## src/logic/pcsd_defines.svh

```systemverilog
// Constants for the pulse-count switch decoder
`ifndef PCSD_DEFINES_SVH
`define PCSD_DEFINES_SVH
`define CLK_FREQ_MHZ     100
`define LATCH_TIMEOUT_US 500
`define OFF_TIMEOUT_US   500
`define LATCH_CYCLES     (`LATCH_TIMEOUT_US * `CLK_FREQ_MHZ)
`define OFF_CYCLES       (`OFF_TIMEOUT_US * `CLK_FREQ_MHZ)
`define TIMER_W          16
`define TIMER_ZERO       16'h0000
`define PIN_IDLE         1'h0
`define COUNT_W          6
`define COUNT_MAX        6'h3f
`define COUNT_ZERO       6'h00
`define OUTS_ALL_OFF     6'h00
`define OUTS_SMALL_MASK  6'h1f
`endif

```

## src/logic/pcsd_pkg.sv

```systemverilog
// Types for the pulse-count switch decoder
package pcsd_pkg;
  typedef enum logic [1:0] {
    DISABLED,
    COUNTING,
    LATCHED
  } link_state_t;
endpackage

```

## src/logic/pulse_count_switch_decoder.sv

```systemverilog
// Single-wire pulse-count decoder driving six push/pull switch outputs
`include "pcsd_defines.svh"
`timescale 1ns/1ps
`default_nettype none

// Behaviour
// - Each rising edge on the control pin while enabled advances the internal count that picks the outputs, until it holds at the variant's top.
// - The count reaches the outputs only after the pin stays high for the latch timeout.
// - Counts decode into 64 states, or 32 states when the five-output variant is selected.
// - Output k is off when bit k-1 of count-1 is one or k is above the variant, so count 1 turns all on.
// - Edges at up to 1MHz are counted and no intermediate count shows before the latch.
// - Pulses given one at a time each latch and show their own state in turn.
// - From disabled, the first rising edge enables the device and means all outputs on.
// - After the pin stays low for the 500 us off timeout, outputs go off and the count clears.
// - Off outputs and all outputs while disabled are driven to ground, never floated.
module pulse_count_switch_decoder #(
  parameter int LATCH_CYCLES = `LATCH_CYCLES,
  parameter int OFF_CYCLES   = `OFF_CYCLES
) (
  // Clock, reset, enable
  input  wire logic       clk_i,
  input  wire logic       rst_n_i,
  input  wire logic       ce_i,
  // Variant strap: high selects five outputs
  input  wire logic       five_out_i,
  // Control pin from the host
  input  wire logic       ctrl_pin_i,
  // Switch outputs, high = on, low = driven to ground
  output logic            switch_output_1_o,
  output logic            switch_output_2_o,
  output logic            switch_output_3_o,
  output logic            switch_output_4_o,
  output logic            switch_output_5_o,
  output logic            switch_output_6_o,
  output logic            enabled_o
);

  // Last value of each timeout; the shared timer is zero on the cycle after the edge
  localparam logic [`TIMER_W-1:0] LATCH_LAST = `TIMER_W'(LATCH_CYCLES - 1);
  localparam logic [`TIMER_W-1:0] OFF_LAST   = `TIMER_W'(OFF_CYCLES - 1);

  // Synchroniser state for the control pin and the variant strap
  logic pin_meta;
  logic pin_sync;
  logic strap_meta;
  logic strap_sync;
  logic next_pin_meta;
  logic next_pin_sync;
  logic next_strap_meta;
  logic next_strap_sync;

  // Two stages per pin; only the second stage reads the first
  always_comb begin
    next_pin_meta   = ctrl_pin_i;
    next_pin_sync   = pin_meta;
    // Strap is meant static, but a board may still move it at any time
    next_strap_meta = five_out_i;
    next_strap_sync = strap_meta;
  end

  // Stages reset to the idle low level of both pins
  always_ff @(posedge clk_i or negedge rst_n_i) begin
    if (!rst_n_i) begin
      pin_meta   <= `PIN_IDLE;
      pin_sync   <= `PIN_IDLE;
      strap_meta <= `PIN_IDLE;
      strap_sync <= `PIN_IDLE;
    end else if (ce_i) begin
      pin_meta   <= next_pin_meta;
      pin_sync   <= next_pin_sync;
      strap_meta <= next_strap_meta;
      strap_sync <= next_strap_sync;
    end
  end

  // Edge detector on the synchronised pin
  logic pin_prev;
  logic next_pin_prev;
  logic rise;
  logic fall;

  // Previous level resets to idle low, so leaving reset makes no false edge
  always_comb begin
    next_pin_prev = pin_sync;
    rise          = pin_sync && !pin_prev;
    fall          = !pin_sync && pin_prev;
  end

  // Edge detector register
  always_ff @(posedge clk_i or negedge rst_n_i) begin
    if (!rst_n_i) begin
      pin_prev <= `PIN_IDLE;
    end else if (ce_i) begin
      pin_prev <= next_pin_prev;
    end
  end

  // Shared run timer; one counter serves both timeouts
  logic [`TIMER_W-1:0] timer;
  logic [`TIMER_W-1:0] next_timer;
  logic                timer_full;
  logic                latch_due;
  logic                off_due;

  // Timer restarts on every edge and stops at all ones instead of wrapping
  always_comb begin
    timer_full = (timer == '1);
    next_timer = timer;
    if (rise || fall) begin
      next_timer = `TIMER_ZERO;
    end else if (!timer_full) begin
      // A wrap would fake a second timeout during a long hold
      next_timer = timer + `TIMER_W'(1);
    end
    latch_due = pin_sync && (timer == LATCH_LAST);
    off_due   = !pin_sync && (timer == OFF_LAST);
  end

  // Timer register
  always_ff @(posedge clk_i or negedge rst_n_i) begin
    if (!rst_n_i) begin
      timer <= `TIMER_ZERO;
    end else if (ce_i) begin
      timer <= next_timer;
    end
  end

  // Decoder state and edge count; count holds N-1 once enabled
  pcsd_pkg::link_state_t state;
  pcsd_pkg::link_state_t next_state;
  logic [`COUNT_W-1:0]   count;
  logic [`COUNT_W-1:0]   next_count;
  logic [`COUNT_W-1:0]   count_max;
  logic                  load_outs;
  logic                  clear_outs;

  // Small variant tops out at 32 states
  assign count_max = strap_sync ? `OUTS_SMALL_MASK : `COUNT_MAX;

  // Counting and latch decisions; a rising edge wins over a timeout in one cycle
  always_comb begin
    next_state = state;
    next_count = count;
    load_outs  = 1'h0;
    clear_outs = 1'h0;
    unique case (state)
      pcsd_pkg::DISABLED: begin
        // First edge wakes the block and stands for count 1
        if (rise) begin
          next_state = pcsd_pkg::COUNTING;
          next_count = `COUNT_ZERO;
        end
      end
      pcsd_pkg::COUNTING, pcsd_pkg::LATCHED: begin
        if (rise) begin
          // Hold at the top rather than wrap to an unrelated pattern
          if (count < count_max) begin
            next_count = count + `COUNT_W'(1);
          end
          next_state = pcsd_pkg::COUNTING;
        end else if (latch_due && state == pcsd_pkg::COUNTING) begin
          // One latch per high run; further high time changes nothing
          load_outs  = 1'h1;
          next_state = pcsd_pkg::LATCHED;
        end else if (off_due) begin
          clear_outs = 1'h1;
          next_state = pcsd_pkg::DISABLED;
          next_count = `COUNT_ZERO;
        end
      end
      // Unused code of the two-bit state; fall back to disabled
      default: begin
        clear_outs = 1'h1;
        next_state = pcsd_pkg::DISABLED;
        next_count = `COUNT_ZERO;
      end
    endcase
  end

  // State and count registers
  always_ff @(posedge clk_i or negedge rst_n_i) begin
    if (!rst_n_i) begin
      state <= pcsd_pkg::DISABLED;
      count <= `COUNT_ZERO;
    end else if (ce_i) begin
      state <= next_state;
      count <= next_count;
    end
  end

  // Per-output decode of the held count
  logic [`COUNT_W-1:0] decoded;

  // Output k is on when bit k-1 of N-1 is clear; bits above the variant stay off
  for (genvar k = 0; k < `COUNT_W; k++) begin : g_decode
    assign decoded[k] = !count[k] && count_max[k];
  end

  // Output register contents
  logic [`COUNT_W-1:0] outs;
  logic [`COUNT_W-1:0] next_outs;

  // Loads only on the latch, so fast pulse trains never show midway
  always_comb begin
    next_outs = outs;
    if (clear_outs) begin
      next_outs = `OUTS_ALL_OFF;
    end else if (load_outs) begin
      next_outs = decoded;
    end
  end

  // Output register
  always_ff @(posedge clk_i or negedge rst_n_i) begin
    if (!rst_n_i) begin
      outs <= `OUTS_ALL_OFF;
    end else if (ce_i) begin
      outs <= next_outs;
    end
  end

  // Outputs always driven: low means pulled to ground
  assign switch_output_1_o = outs[0];
  assign switch_output_2_o = outs[1];
  assign switch_output_3_o = outs[2];
  assign switch_output_4_o = outs[3];
  assign switch_output_5_o = outs[4];
  assign switch_output_6_o = outs[5];
  assign enabled_o         = (state != pcsd_pkg::DISABLED);

endmodule // pulse_count_switch_decoder

`default_nettype wire

```

## config.mk

```make
export PLATFORM = sky130hd
export DESIGN_NAME = pulse_count_switch_decoder
export DESIGN_NICKNAME = d
export VERILOG_FILES = /design/src/logic/pcsd_pkg.sv /design/src/logic/pulse_count_switch_decoder.sv
export VERILOG_INCLUDE_DIRS = /design/src /design/src/logic
export SDC_FILE = /design/constraint.sdc
export NUM_CORES = 1
export LEC_CHECK = 0
export BUFFER_PORTS_ARGS = -buffer_cell sky130_fd_sc_hd__buf_2
export CAP_MARGIN = 10
export CORE_AREA = 2 2 63 65
export DETAILED_ROUTE_END_ITERATION = 12
export DIE_AREA = 0 0 65 67
export GPL_TIMING_DRIVEN = 0
export PLACE_DENSITY = 0.77
export SYNTH_ARGS = -nofsm -noshare
export SYNTH_HDL_FRONTEND = slang
export SYNTH_SLANG_ARGS = --single-unit
export TNS_END_PERCENT = 1
```

## constraint.sdc

```tcl
create_clock -name clk_i -period 2.5 [get_ports clk_i]
set_clock_uncertainty 0.05 [all_clocks]
set_input_delay 0.125 -clock clk_i [delete_from_list [all_inputs] [get_ports clk_i]]
set_output_delay 0.125 -clock clk_i [all_outputs]
set_load 0.005 [all_outputs]
```

[Yosys cells after proc, flatten, opt, wreduce, memory -nomap -nowiden]
Index checks and enable logic that the tools add are counted.
Operators by class
  reductions and logical operators: 28
  $add $sub $neg: 2
  eq/ne operators: 10
  muxes and demuxes: 23
  magnitude comparators: 1
Operators with widths (number)
  6-bit 2-to-1 mux: 8
  16-bit == test (second input constant): 2
  16-bit 2-to-1 mux: 2
  16-bit by 1-bit adder with 16-bit output (second input constant): 1
  6-bit case mux with 2 select lines: 1
  1-bit logical AND: 11
  3-bit inequality test (second input constant): 3
  1-bit logical NOT: 8
  2-bit 2-to-1 mux: 4
  6-bit by 1-bit adder with 6-bit output (second input constant): 1
  6-bit less-than comparator: 1
  1-bit 2-to-1 mux: 6
  5-bit AND reduction: 1
  4-bit inequality test (second input constant): 1
  2-bit case mux with 2 select lines: 1
  2-bit AND reduction: 2
  2-bit nonzero test: 2
  3-bit AND reduction: 1
  2-bit by 1-bit == test with 1-bit output (second input constant): 1
  2-bit == test (second input constant): 1
  2-bit logical NOT: 1
  2-bit by 1-bit inequality test with 1-bit output (second input constant): 1
  2-bit inequality test (second input constant): 1
  1-bit case mux with 2 select lines: 1
  2 further kinds: 2
Word-level totals
  flip-flop bits (word level): 35
  input bits: 5
  word-level logic and storage cells: 73
  output and inout bits: 7

[Longest topological paths before layout]
Gate-level depths: netlist (run 1).
  word-level depth: 8
  depth in mapped cells: 7
  depth with buffers taken out: 6

[Worst setup path after synthesis (run 1)]
OpenSTA, ideal clock, no wires.
  path kind: reg-to-reg
  start point: reg timer[0]
  end point: reg outs[0]
  cell stages (with the launch flop): 6
  clock period less this slack: 1.908 ns
  library setup time: 0.136 ns
  setup slack: 0.592 ns
  data required time: 2.314 ns
  buffers on the path: 0
  data arrival time: 1.723 ns
  cell sequence: dfrtp_1 ha_1 nand3_1 or3_1 o41ai_4 o22ai_1
On the way
  longest elaborated chain between the ends: 8
  elaborated cells between the ends (all ways): 14
  those cells by class: eq/ne (1); mux (8); reduce/logical (5)
Ends and longest elaborated chain
  start, declared: RTL line pulse_count_switch_decoder.sv:99  | logic [`TIMER_W-1:0] timer;
  start signal, assigned: RTL line pulse_count_switch_decoder.sv:122  | timer <= `TIMER_ZERO;
  start signal, assigned: RTL line pulse_count_switch_decoder.sv:124  | timer <= next_timer;
  16-bit == test *: RTL line pulse_count_switch_decoder.sv:115, pulse_count_switch_decoder.sv:116
  1-bit logical AND, on equally long branches: RTL line pulse_count_switch_decoder.sv:116, pulse_count_switch_decoder.sv:115
  1-bit 2-to-1 mux / 1-bit logical AND (equally long branches): RTL line pulse_count_switch_decoder.sv:165, pulse_count_switch_decoder.sv:161
  1-bit 2-to-1 mux: RTL line pulse_count_switch_decoder.sv:161  | end else if (latch_due && state == pcsd_pkg::COUNTING) begin
  1-bit 2-to-1 mux: RTL line pulse_count_switch_decoder.sv:155  | if (rise) begin
  1-bit case mux with 2 select lines / 1-bit 2-to-1 mux (equally long branches): RTL line pulse_count_switch_decoder.sv:146  | unique case (state)
  2-bit nonzero test (no line)
  2-bit AND reduction (no line)
  end signal, assigned: RTL line pulse_count_switch_decoder.sv:216  | outs <= `OUTS_ALL_OFF;
  end signal, assigned: RTL line pulse_count_switch_decoder.sv:218  | outs <= next_outs;
  end, declared: RTL line pulse_count_switch_decoder.sv:200  | logic [`COUNT_W-1:0] outs;
Mark *: on every way between the ends. The rest lies on a longest branch, timed or not.
A chain may end at the register's enable or synchronous reset.

[Worst setup path after layout (run 1)]
Same ends and word-level chain as after synthesis.

==> load_flow_metrics.sql, run 1 <==
INSERT INTO impl_metrics (metric_group, metric, value, unit) VALUES
('yosys', 'synthFlopType', 'sky130_fd_sc_hd__dfrtp_1', ''),
('floorplan', 'rows', '22', ''),
('critical_path', 'crit_buf_inv', '0', ''),
('critical_path', 'worst_setup_path_end_kind', 'flip-flop', ''),
('clock_network', 'clk-insertion-delay-late', '290', 'ps'),
('drt', 'post_drt_wl_per_cell', '16.0', 'um'),
('critical_path', 'worst_ep_arrival_time', '2330', 'ps'),
('yosys', 'yosysTopAreaCellShare', '40.8', '%'),
('sta', 'achievable_freq', '450', 'MHz'),
('yosys', 'synthesis.instances', '221', ''),
('drt', 'first_iter_violations', '173', ''),
('placement', 'post-place-ws', '286', 'ps'),
('sta', 'worstMarginPinSlew', '773', 'ps'),
('drt', 'routed-via-count', '1791', ''),
('cells_and_area', 'layout-drive-gt1-share', '16.2', '%'),
('placement', 'dp_hpwl', '3.25', 'mm'),
('clock_network', 'cts.htree.levels', '2', ''),
('sta', 'final.setup.tns', '0', 'ps'),
('yosys', 'ys_types', '53', ''),
('worst_hold_path', 'min_path_type', 'input pin to flip-flop', ''),
('sta', 'timing.final.max_slew_violations', '0', ''),
('critical_path', 'type_of_the_setup_path_with_the_least_slack', 'flip-flop to flip-flop', ''),
('yosys', 'synth.net_count', '234', ''),
('yosys', 'post-synth-top-area-cell', 'sky130_fd_sc_hd__dfrtp_1', ''),
('floorplan', 'starting_density', '59.6', '%'),
('drt', 'detail_route.vias_per_cell', '6.20', ''),
('critical_path', 'worstSetupStartpointType', 'flip-flop', ''),
('critical_path', 'critPathTopFamily', 'simple AND/OR/NAND/NOR gates', ''),
('yosys', 'synth-seq-cells', '35', ''),
('pwr', 'total_leakage_power', '1.05', 'nW'),
('yosys', 'synth_enable_flop_cells', '0', ''),
('sta', 'post-route-worst-setup-slack', '276', 'ps'),
('sta', 'fin_crit_sh', '89.0', '%'),
('yosys', 'yosys-top-cells-count', 'sky130_fd_sc_hd__dfrtp_1, sky130_fd_sc_hd__nand2_1, sky130_fd_sc_hd__inv_1', ''),
('sta', 'unrepaired_setup_endpoints_after_global_routing', 'no', ''),
('outcome', 'outcome', 'completed', ''),
('drt', 'drt_first_pass_iters', '4', ''),
('sta', 'worst_slew_margin_rel', '48.4', '%'),
('drt', 'drt_drc_violations_left', '0', ''),
('cells_and_area', 'antenna_diodes', '0', ''),
('pwr', 'cellPowerDensity', '695', 'nW/um2'),
('placement', 'gp_congestion', '0.862', ''),
('drt', 'postRouteAntennaNets', '0', ''),
('global_route', 'maximum_number_of_pins_on_one_net_before_global_route_repair', '36', ''),
('yosys', 'yosys_warnings', '0', ''),
('clock_network', 'tritoncts.num_buffers', '5', ''),
('floorplan', 'io_pins', '12', ''),
('critical_path', 'crit_path_top_delay_cell', 'sky130_fd_sc_hd__or3_1', ''),
('clock_network', 'clk_path_buf_depth', '2', ''),
('cells_and_area', 'area_growth', '10.4', '%'),
('global_route', 'number_of_antenna_violations_at_the_first_check_in_global_routing', '0', ''),
('critical_path', 'critical_path_peak_fanout', '6', ''),
('yosys', 'synthesis.area_per_instance', '9.72', 'um2'),
('sta', 'hold_violations', '0', ''),
('yosys', 'synth_area_leaders', 'sky130_fd_sc_hd__dfrtp_1, sky130_fd_sc_hd__ha_1, sky130_fd_sc_hd__nand2_1', ''),
('floorplan', 'die_x', '65', 'um'),
('clock_network', 'clock_tree.root_cell', 'sky130_fd_sc_hd__clkbuf_8', ''),
('global_route', 'grt_usage', '24.2', '%'),
('critical_path', 'worst_path_largest_cell_delay', '470', 'ps'),
('global_route', 'overflow', '0', ''),
('global_route', 'grt_first_pass_wirelength', '8.00', 'mm'),
('sta', 'finalCriticalPeriod', '2220', 'ps'),
('yosys', 'yosys.cell_count.top_type', 'sky130_fd_sc_hd__dfrtp_1', ''),
('critical_path', 'cells_along_the_critical_path', 'ha_1 -> nand3_1 -> or3_1 -> o41ai_4 -> o22ai_1', ''),
('clock_network', 'clk_pin_slew_worst_paths', '70', 'ps'),
('cells_and_area', 'final_core_utilization', '65.8', '%'),
('pwr', 'ir_worst_vdd', '579', 'uV'),
('yosys', 'synth_seq_area_share', '40.8', '%'),
('placement', 'numPortBuffers', '11', ''),
('global_route', 'first_global_vias', '1798', ''),
('floorplan', 'core', '3610', 'um2');
[sequential cells by signal, indices dropped and copies added, names as in the netlist]
signal / flops
count: 6
next_pin_prev: 1
next_pin_sync: 1
next_strap_sync: 1
outs: 6
pin_prev: 1
state: 2
strap_sync: 1
timer: 16
[metrics by stage]
step	cell area [um2]	hold WS, ps	power [W]	std cells
final	2370	15.4	0.00165	289
after global placement	2260	194	0.00121	280
after global routing	2370	12.1	0.00176	289
after CTS	2370	10.1	0.00166	289
after detailed placement	2260	197	0.00122	280
after floorplan	2150	-221	0.00107	221
[layer usage]
layer / wire (um) / global-route usage (%) / vias to the layer above
met4: 69 / 10.9 / 0
met5: 0 / 0 / -
met3: 201 / 4.56 / 7
li1: - / - / 871
met1: 2100 / 29.7 / 870
met2: 2260 / 41.4 / 43
[worst reg2reg max path: stages (launching register included)]
cell                      delay, ps
sky130_fd_sc_hd__dfrtp_1        430
sky130_fd_sc_hd__ha_1           270
sky130_fd_sc_hd__nand3_1        270
sky130_fd_sc_hd__or3_1          470
sky130_fd_sc_hd__o41ai_4        460
sky130_fd_sc_hd__o22ai_1        130
[power breakdown]
part | total, W | internal [W] | switching (W) | leakage (nW)
clock network | 0.000437 | 0.000225 | 0.000212 | 0.0474
logic | 0.000461 | 0.000191 | 0.000269 | 0.536
registers | 0.000752 | 0.000646 | 0.000106 | 0.469
total | 0.00165 | 0.00106 | 0.000587 | 1.05
[cell families (layout without fill, tap and decap cells)]
group	after synthesis	after routing	share of synthesized area, %
and+or+nand+nor	81	81	22.4
muxes	10	10	4.83
DFF	35	35	40.8
adders and majority gates	8	8	4.66
AOI/OAI and AO/OA	61	61	22.4
buffers and inverters	26	46	4.89
[area by class of cell]
type,instances,area [um2]
repair buffers,12,65.1
multi-input cells,160,1170
inverters,17,63.8
well taps,48,60.1
flip-flops and latches,35,876
fillers,299,1230
plain buffers,9,41.3
clock buffers,6,82.6
clock inverters,2,16.3
[cells in the final DEF, fill, tap and decap left out, drive strengths merged, types with 5 or more instances in the layout]
cell and instances:
nor2 5, dfrtp 35, and3 5, nand2 27, ha 8, buf 15
or3 6, inv 16, mux2i 7, clkbuf 11, a31oi 7, o22ai 6
nand4 7, a21oi 9, nand2b 6, nand3 11, o21ai 9
[what timing repair did]
item | 4_1_cts | 5_1_grt
setup endpoints to repair | 0 | 0
hold buffers | 1 | 0
endpoints found under the hold margin | 35 | 0
resized for setup | 0 | 0
[final timing paths]
check,startpoint,endpoint,slack [ps]
max,timer[0],outs[0],280
min reg2reg,next_strap_sync,strap_sync,450
max reg2reg,timer[0],outs[0],280
min,five_out_i,next_strap_sync,20
min in group asynchronous,rst_n_i,next_pin_prev,400
max in group asynchronous,rst_n_i,timer[11],1500
Power figures use the tool's default switching activity.
==> inputs of run 2 (changes only) <==
--- a/config.mk
+++ b/config.mk
@@ -13,6 +13,7 @@
 export DIE_AREA = 0 0 65 67
 export GPL_TIMING_DRIVEN = 0
 export PLACE_DENSITY = 0.77
+export RECOVER_POWER = 100
 export SYNTH_ARGS = -nofsm -noshare
 export SYNTH_HDL_FRONTEND = slang
 export SYNTH_SLANG_ARGS = --single-unit
==> run 2 against run 1 <==
The run now ends with max-capacitance violations, max-slew violations left. Setup slack got worse by 1.6 ps. Flip-flop and latch count unchanged. Utilization decreased by 1.3 points. Sequential share of layout area increased by 0.76 points. Count of clock-buffer cells in the layout unchanged. First-iteration DRC count increased by 6.4%. Register-to-register slack about the same. Critical path depth increased by 1. Critical path type unchanged. Critical endpoint is now timer[3]. Largest cell class unchanged. Highest routed layer unchanged.
==> load_flow_metrics.sql, run 2 (synthesis gave the netlist of run 1 again) <==
INSERT INTO impl_metrics (metric_group, metric, value, unit) VALUES
('cells_and_area', 'biggestRegsByFlops', 'timer x16, count x6, outs x6', ''),
('cells_and_area', 'antenna_diodes', '0', ''),
('critical_path', 'worst_setup_path_end_kind', 'flip-flop', ''),
('sta', 'hold_violations', '0', ''),
('floorplan', 'die_x', '65', 'um'),
('sta', 'unrepaired_setup_endpoints_after_global_routing', 'no', ''),
('cells_and_area', 'seqCellArea', '876', 'um2'),
('cells_and_area', 'final_cell_area', '2320', 'um2'),
('global_route', 'grt_usage', '24.2', '%'),
('critical_path', 'worst_reg2reg_path_depth', '6', ''),
('placement', 'dp_hpwl', '3.25', 'mm'),
('sta', 'finalCriticalPeriod', '2230', 'ps'),
('drt', 'totalWireLength', '4.64', 'mm'),
('global_route', 'grt_first_pass_wirelength', '8.00', 'mm'),
('placement', 'numPortBuffers', '11', ''),
('drt', 'detailroute.wirelength.met3', '195', 'um'),
('critical_path', 'cells_along_the_critical_path', 'ha_1 -> nand3_1 -> nor4_1 -> buf_4 -> a21oi_2 -> a32o_1', ''),
('sta', 'worstMarginPinSlew', '1860', 'ps'),
('clock_network', 'tritoncts.num_buffers', '5', ''),
('drt', 'detail_route.vias_per_cell', '6.30', ''),
('drt', 'top_signal_layer_used', 'met4', ''),
('cells_and_area', 'layout_common_cells', 'sky130_fd_sc_hd__dfrtp_1, sky130_fd_sc_hd__nand2_1, sky130_fd_sc_hd__inv_1', ''),
('pwr', 'total_power', '0.00164', 'W'),
('floorplan', 'rows', '22', ''),
('drt', 'wl_met2', '2.24', 'mm'),
('worst_hold_path', 'min_path_type', 'input pin to flip-flop', ''),
('critical_path', 'worstPathRequired', '2630', 'ps'),
('pwr', 'ir_worst_vdd', '578', 'uV'),
('critical_path', 'type_of_the_setup_path_with_the_least_slack', 'flip-flop to flip-flop', ''),
('placement', 'post-place-ws', '286', 'ps'),
('critical_path', 'worst_path_largest_cell_delay', '510', 'ps'),
('worst_hold_path', 'hold_path_depth', '2', ''),
('drt', 'drt_first_pass_iters', '5', ''),
('clock_network', 'clk_pin_slew_worst_paths', '70', 'ps'),
('critical_path', 'worst_ep_arrival_time', '2360', 'ps'),
('drt', 'postRouteAntennaNets', '0', ''),
('critical_path', 'crit_path_top_delay_cell', 'sky130_fd_sc_hd__nor4_1', ''),
('cells_and_area', 'largest_reg_flops', '16', ''),
('cells_and_area', 'area_growth', '8.21', '%'),
('global_route', 'number_of_antenna_violations_at_the_first_check_in_global_routing', '0', ''),
('critical_path', 'critical_path_peak_fanout', '10', ''),
('pwr', 'cellPowerDensity', '707', 'nW/um2'),
('drt', 'first_iter_violations', '184', ''),
('sta', 'achievable_freq', '449', 'MHz'),
('sta', 'setup_violations', '0', ''),
('clock_network', 'clk_path_buf_depth', '2', ''),
('cells_and_area', 'multi_input_area', '1130', 'um2'),
('critical_path', 'cp_depth', '6', ''),
('floorplan', 'starting_density', '59.6', '%'),
('cells_and_area', 'largest_register', 'timer', ''),
('critical_path', 'crit_buf_inv', '1', ''),
('global_route', 'maximum_number_of_pins_on_one_net_before_global_route_repair', '36', ''),
('clock_network', 'clock_tree.root_cell', 'sky130_fd_sc_hd__clkbuf_8', ''),
('cells_and_area', 'fill_cells', '309', ''),
('flow_run', 'cap_viol_max_count', '1', ''),
('pwr', 'total_leakage_power', '1.01', 'nW'),
('floorplan', 'io_pins', '12', ''),
('outcome', 'violations_in_the_final_reports', 'max-capacitance violations, max-slew violations', ''),
('clock_network', 'clk-insertion-delay-late', '290', 'ps'),
('placement', 'gp_congestion', '0.862', ''),
('drt', 'routed-via-count', '1822', ''),
('global_route', 'overflow', '0', ''),
('outcome', 'outcome', 'finished, violations left', ''),
('cells_and_area', 'num-nets-final', '253', ''),
('sta', 'fin_crit_sh', '89.0', '%'),
('clock_network', 'cts.htree.levels', '2', ''),
('global_route', 'first_global_vias', '1798', ''),
('sta', 'final.setup.tns', '0', 'ps'),
('cells_and_area', 'final_cells', '289', ''),
('floorplan', 'die_area', '4360', 'um2'),
('sta', 'timing.final.max_slew_violations', '36', ''),
('critical_path', 'worstSetupStartpointType', 'flip-flop', ''),
('sta', 'post-route-worst-setup-slack', '275', 'ps'),
('critical_path', 'critPathTopFamily', 'simple AND/OR/NAND/NOR gates', ''),
('sta', 'worst_slew_margin_rel', '-24.3', '%'),
('drt', 'post_drt_wl_per_cell', '16.1', 'um'),
('clock_network', 'clock_sinks', '35', ''),
('cells_and_area', 'layout-drive-gt1-share', '11.2', '%'),
('drt', 'drt_drc_violations_left', '0', ''),
('placement', 'dpl.cell_count', '280', ''),
('floorplan', 'core', '3610', 'um2'),
('cells_and_area', 'layout_commonest_cell', 'sky130_fd_sc_hd__dfrtp_1', ''),
('floorplan', 'die_h', '67', 'um'),
('clock_network', 'tritoncts_clock_tree', 'yes', ''),
('placement', 'place_area', '2260', 'um2'),
('drt', 'drt-met1-wl', '2.13', 'mm');
run 2: cell count changes in the layout (fill, tap and decap cells not counted), sizes merged:
| cell | delta |
|---|---|
| buf | -7 |
| clkbuf | +7 |
run 2: layer usage:
layer  up-vias  global-route usage, %
met5         -                      0
met4         0                   10.9
met3         9                   4.56
met2        51                   41.4
met1       888                   29.7
li1        874                      -
run 2: worst paths after layout:
kind,from,to,slack (ps)
worst max-delay path,timer[0],timer[3],270
worst min-delay path,five_out_i,next_strap_sync,20
worst max register to register,timer[0],timer[3],270
worst min register to register,next_strap_sync,strap_sync,450
max in group asynchronous,rst_n_i,timer[11],490
min in group asynchronous,rst_n_i,timer[2],830
run 2: cell type report:
type | count | share of cell area (%)
plain buffers | 9 | 1.72
clock buffers | 6 | 3.55
clock inverters | 2 | 0.700
inverters | 17 | 2.74
multi-input cells | 160 | 48.5
flip-flops and latches | 35 | 37.7
well taps | 48 | 2.58
repair buffers | 12 | 2.48
run 2: repair_timing:
action / 4_1_cts / 5_1_grt
gates resized for setup: 0 / 0
hold buffers: 1 / 0
buffers inserted: 0 / 0
hold endpoints to repair: 35 / 0
run 2: through the flow:
step	utilization, %	hold slack (ps)
after floorplan	-	-221
after global placement	62.8	194
after detailed placement	62.8	197
after CTS	65.8	10.1
after global routing	64.5	12.1
final	64.5	15.9
run 2: report_power, final:
part           internal (W)  switching [W]  leakage, nW
combinational      0.000186       0.000270        0.493
clock              0.000225       0.000214       0.0474
sequential         0.000647       0.000103        0.469
run 2: worst register-to-register path, delay by kind of cell, from the launching register on:
| family | cells | cell delay, ps |
|---|---|---|
| and+or+nand+nor | 2 | 750 |
| DFF | 1 | 430 |
| AOI/OAI and AO/OA | 2 | 350 |
| adders and majority gates | 1 | 270 |
| buffers and inverters | 1 | 270 |
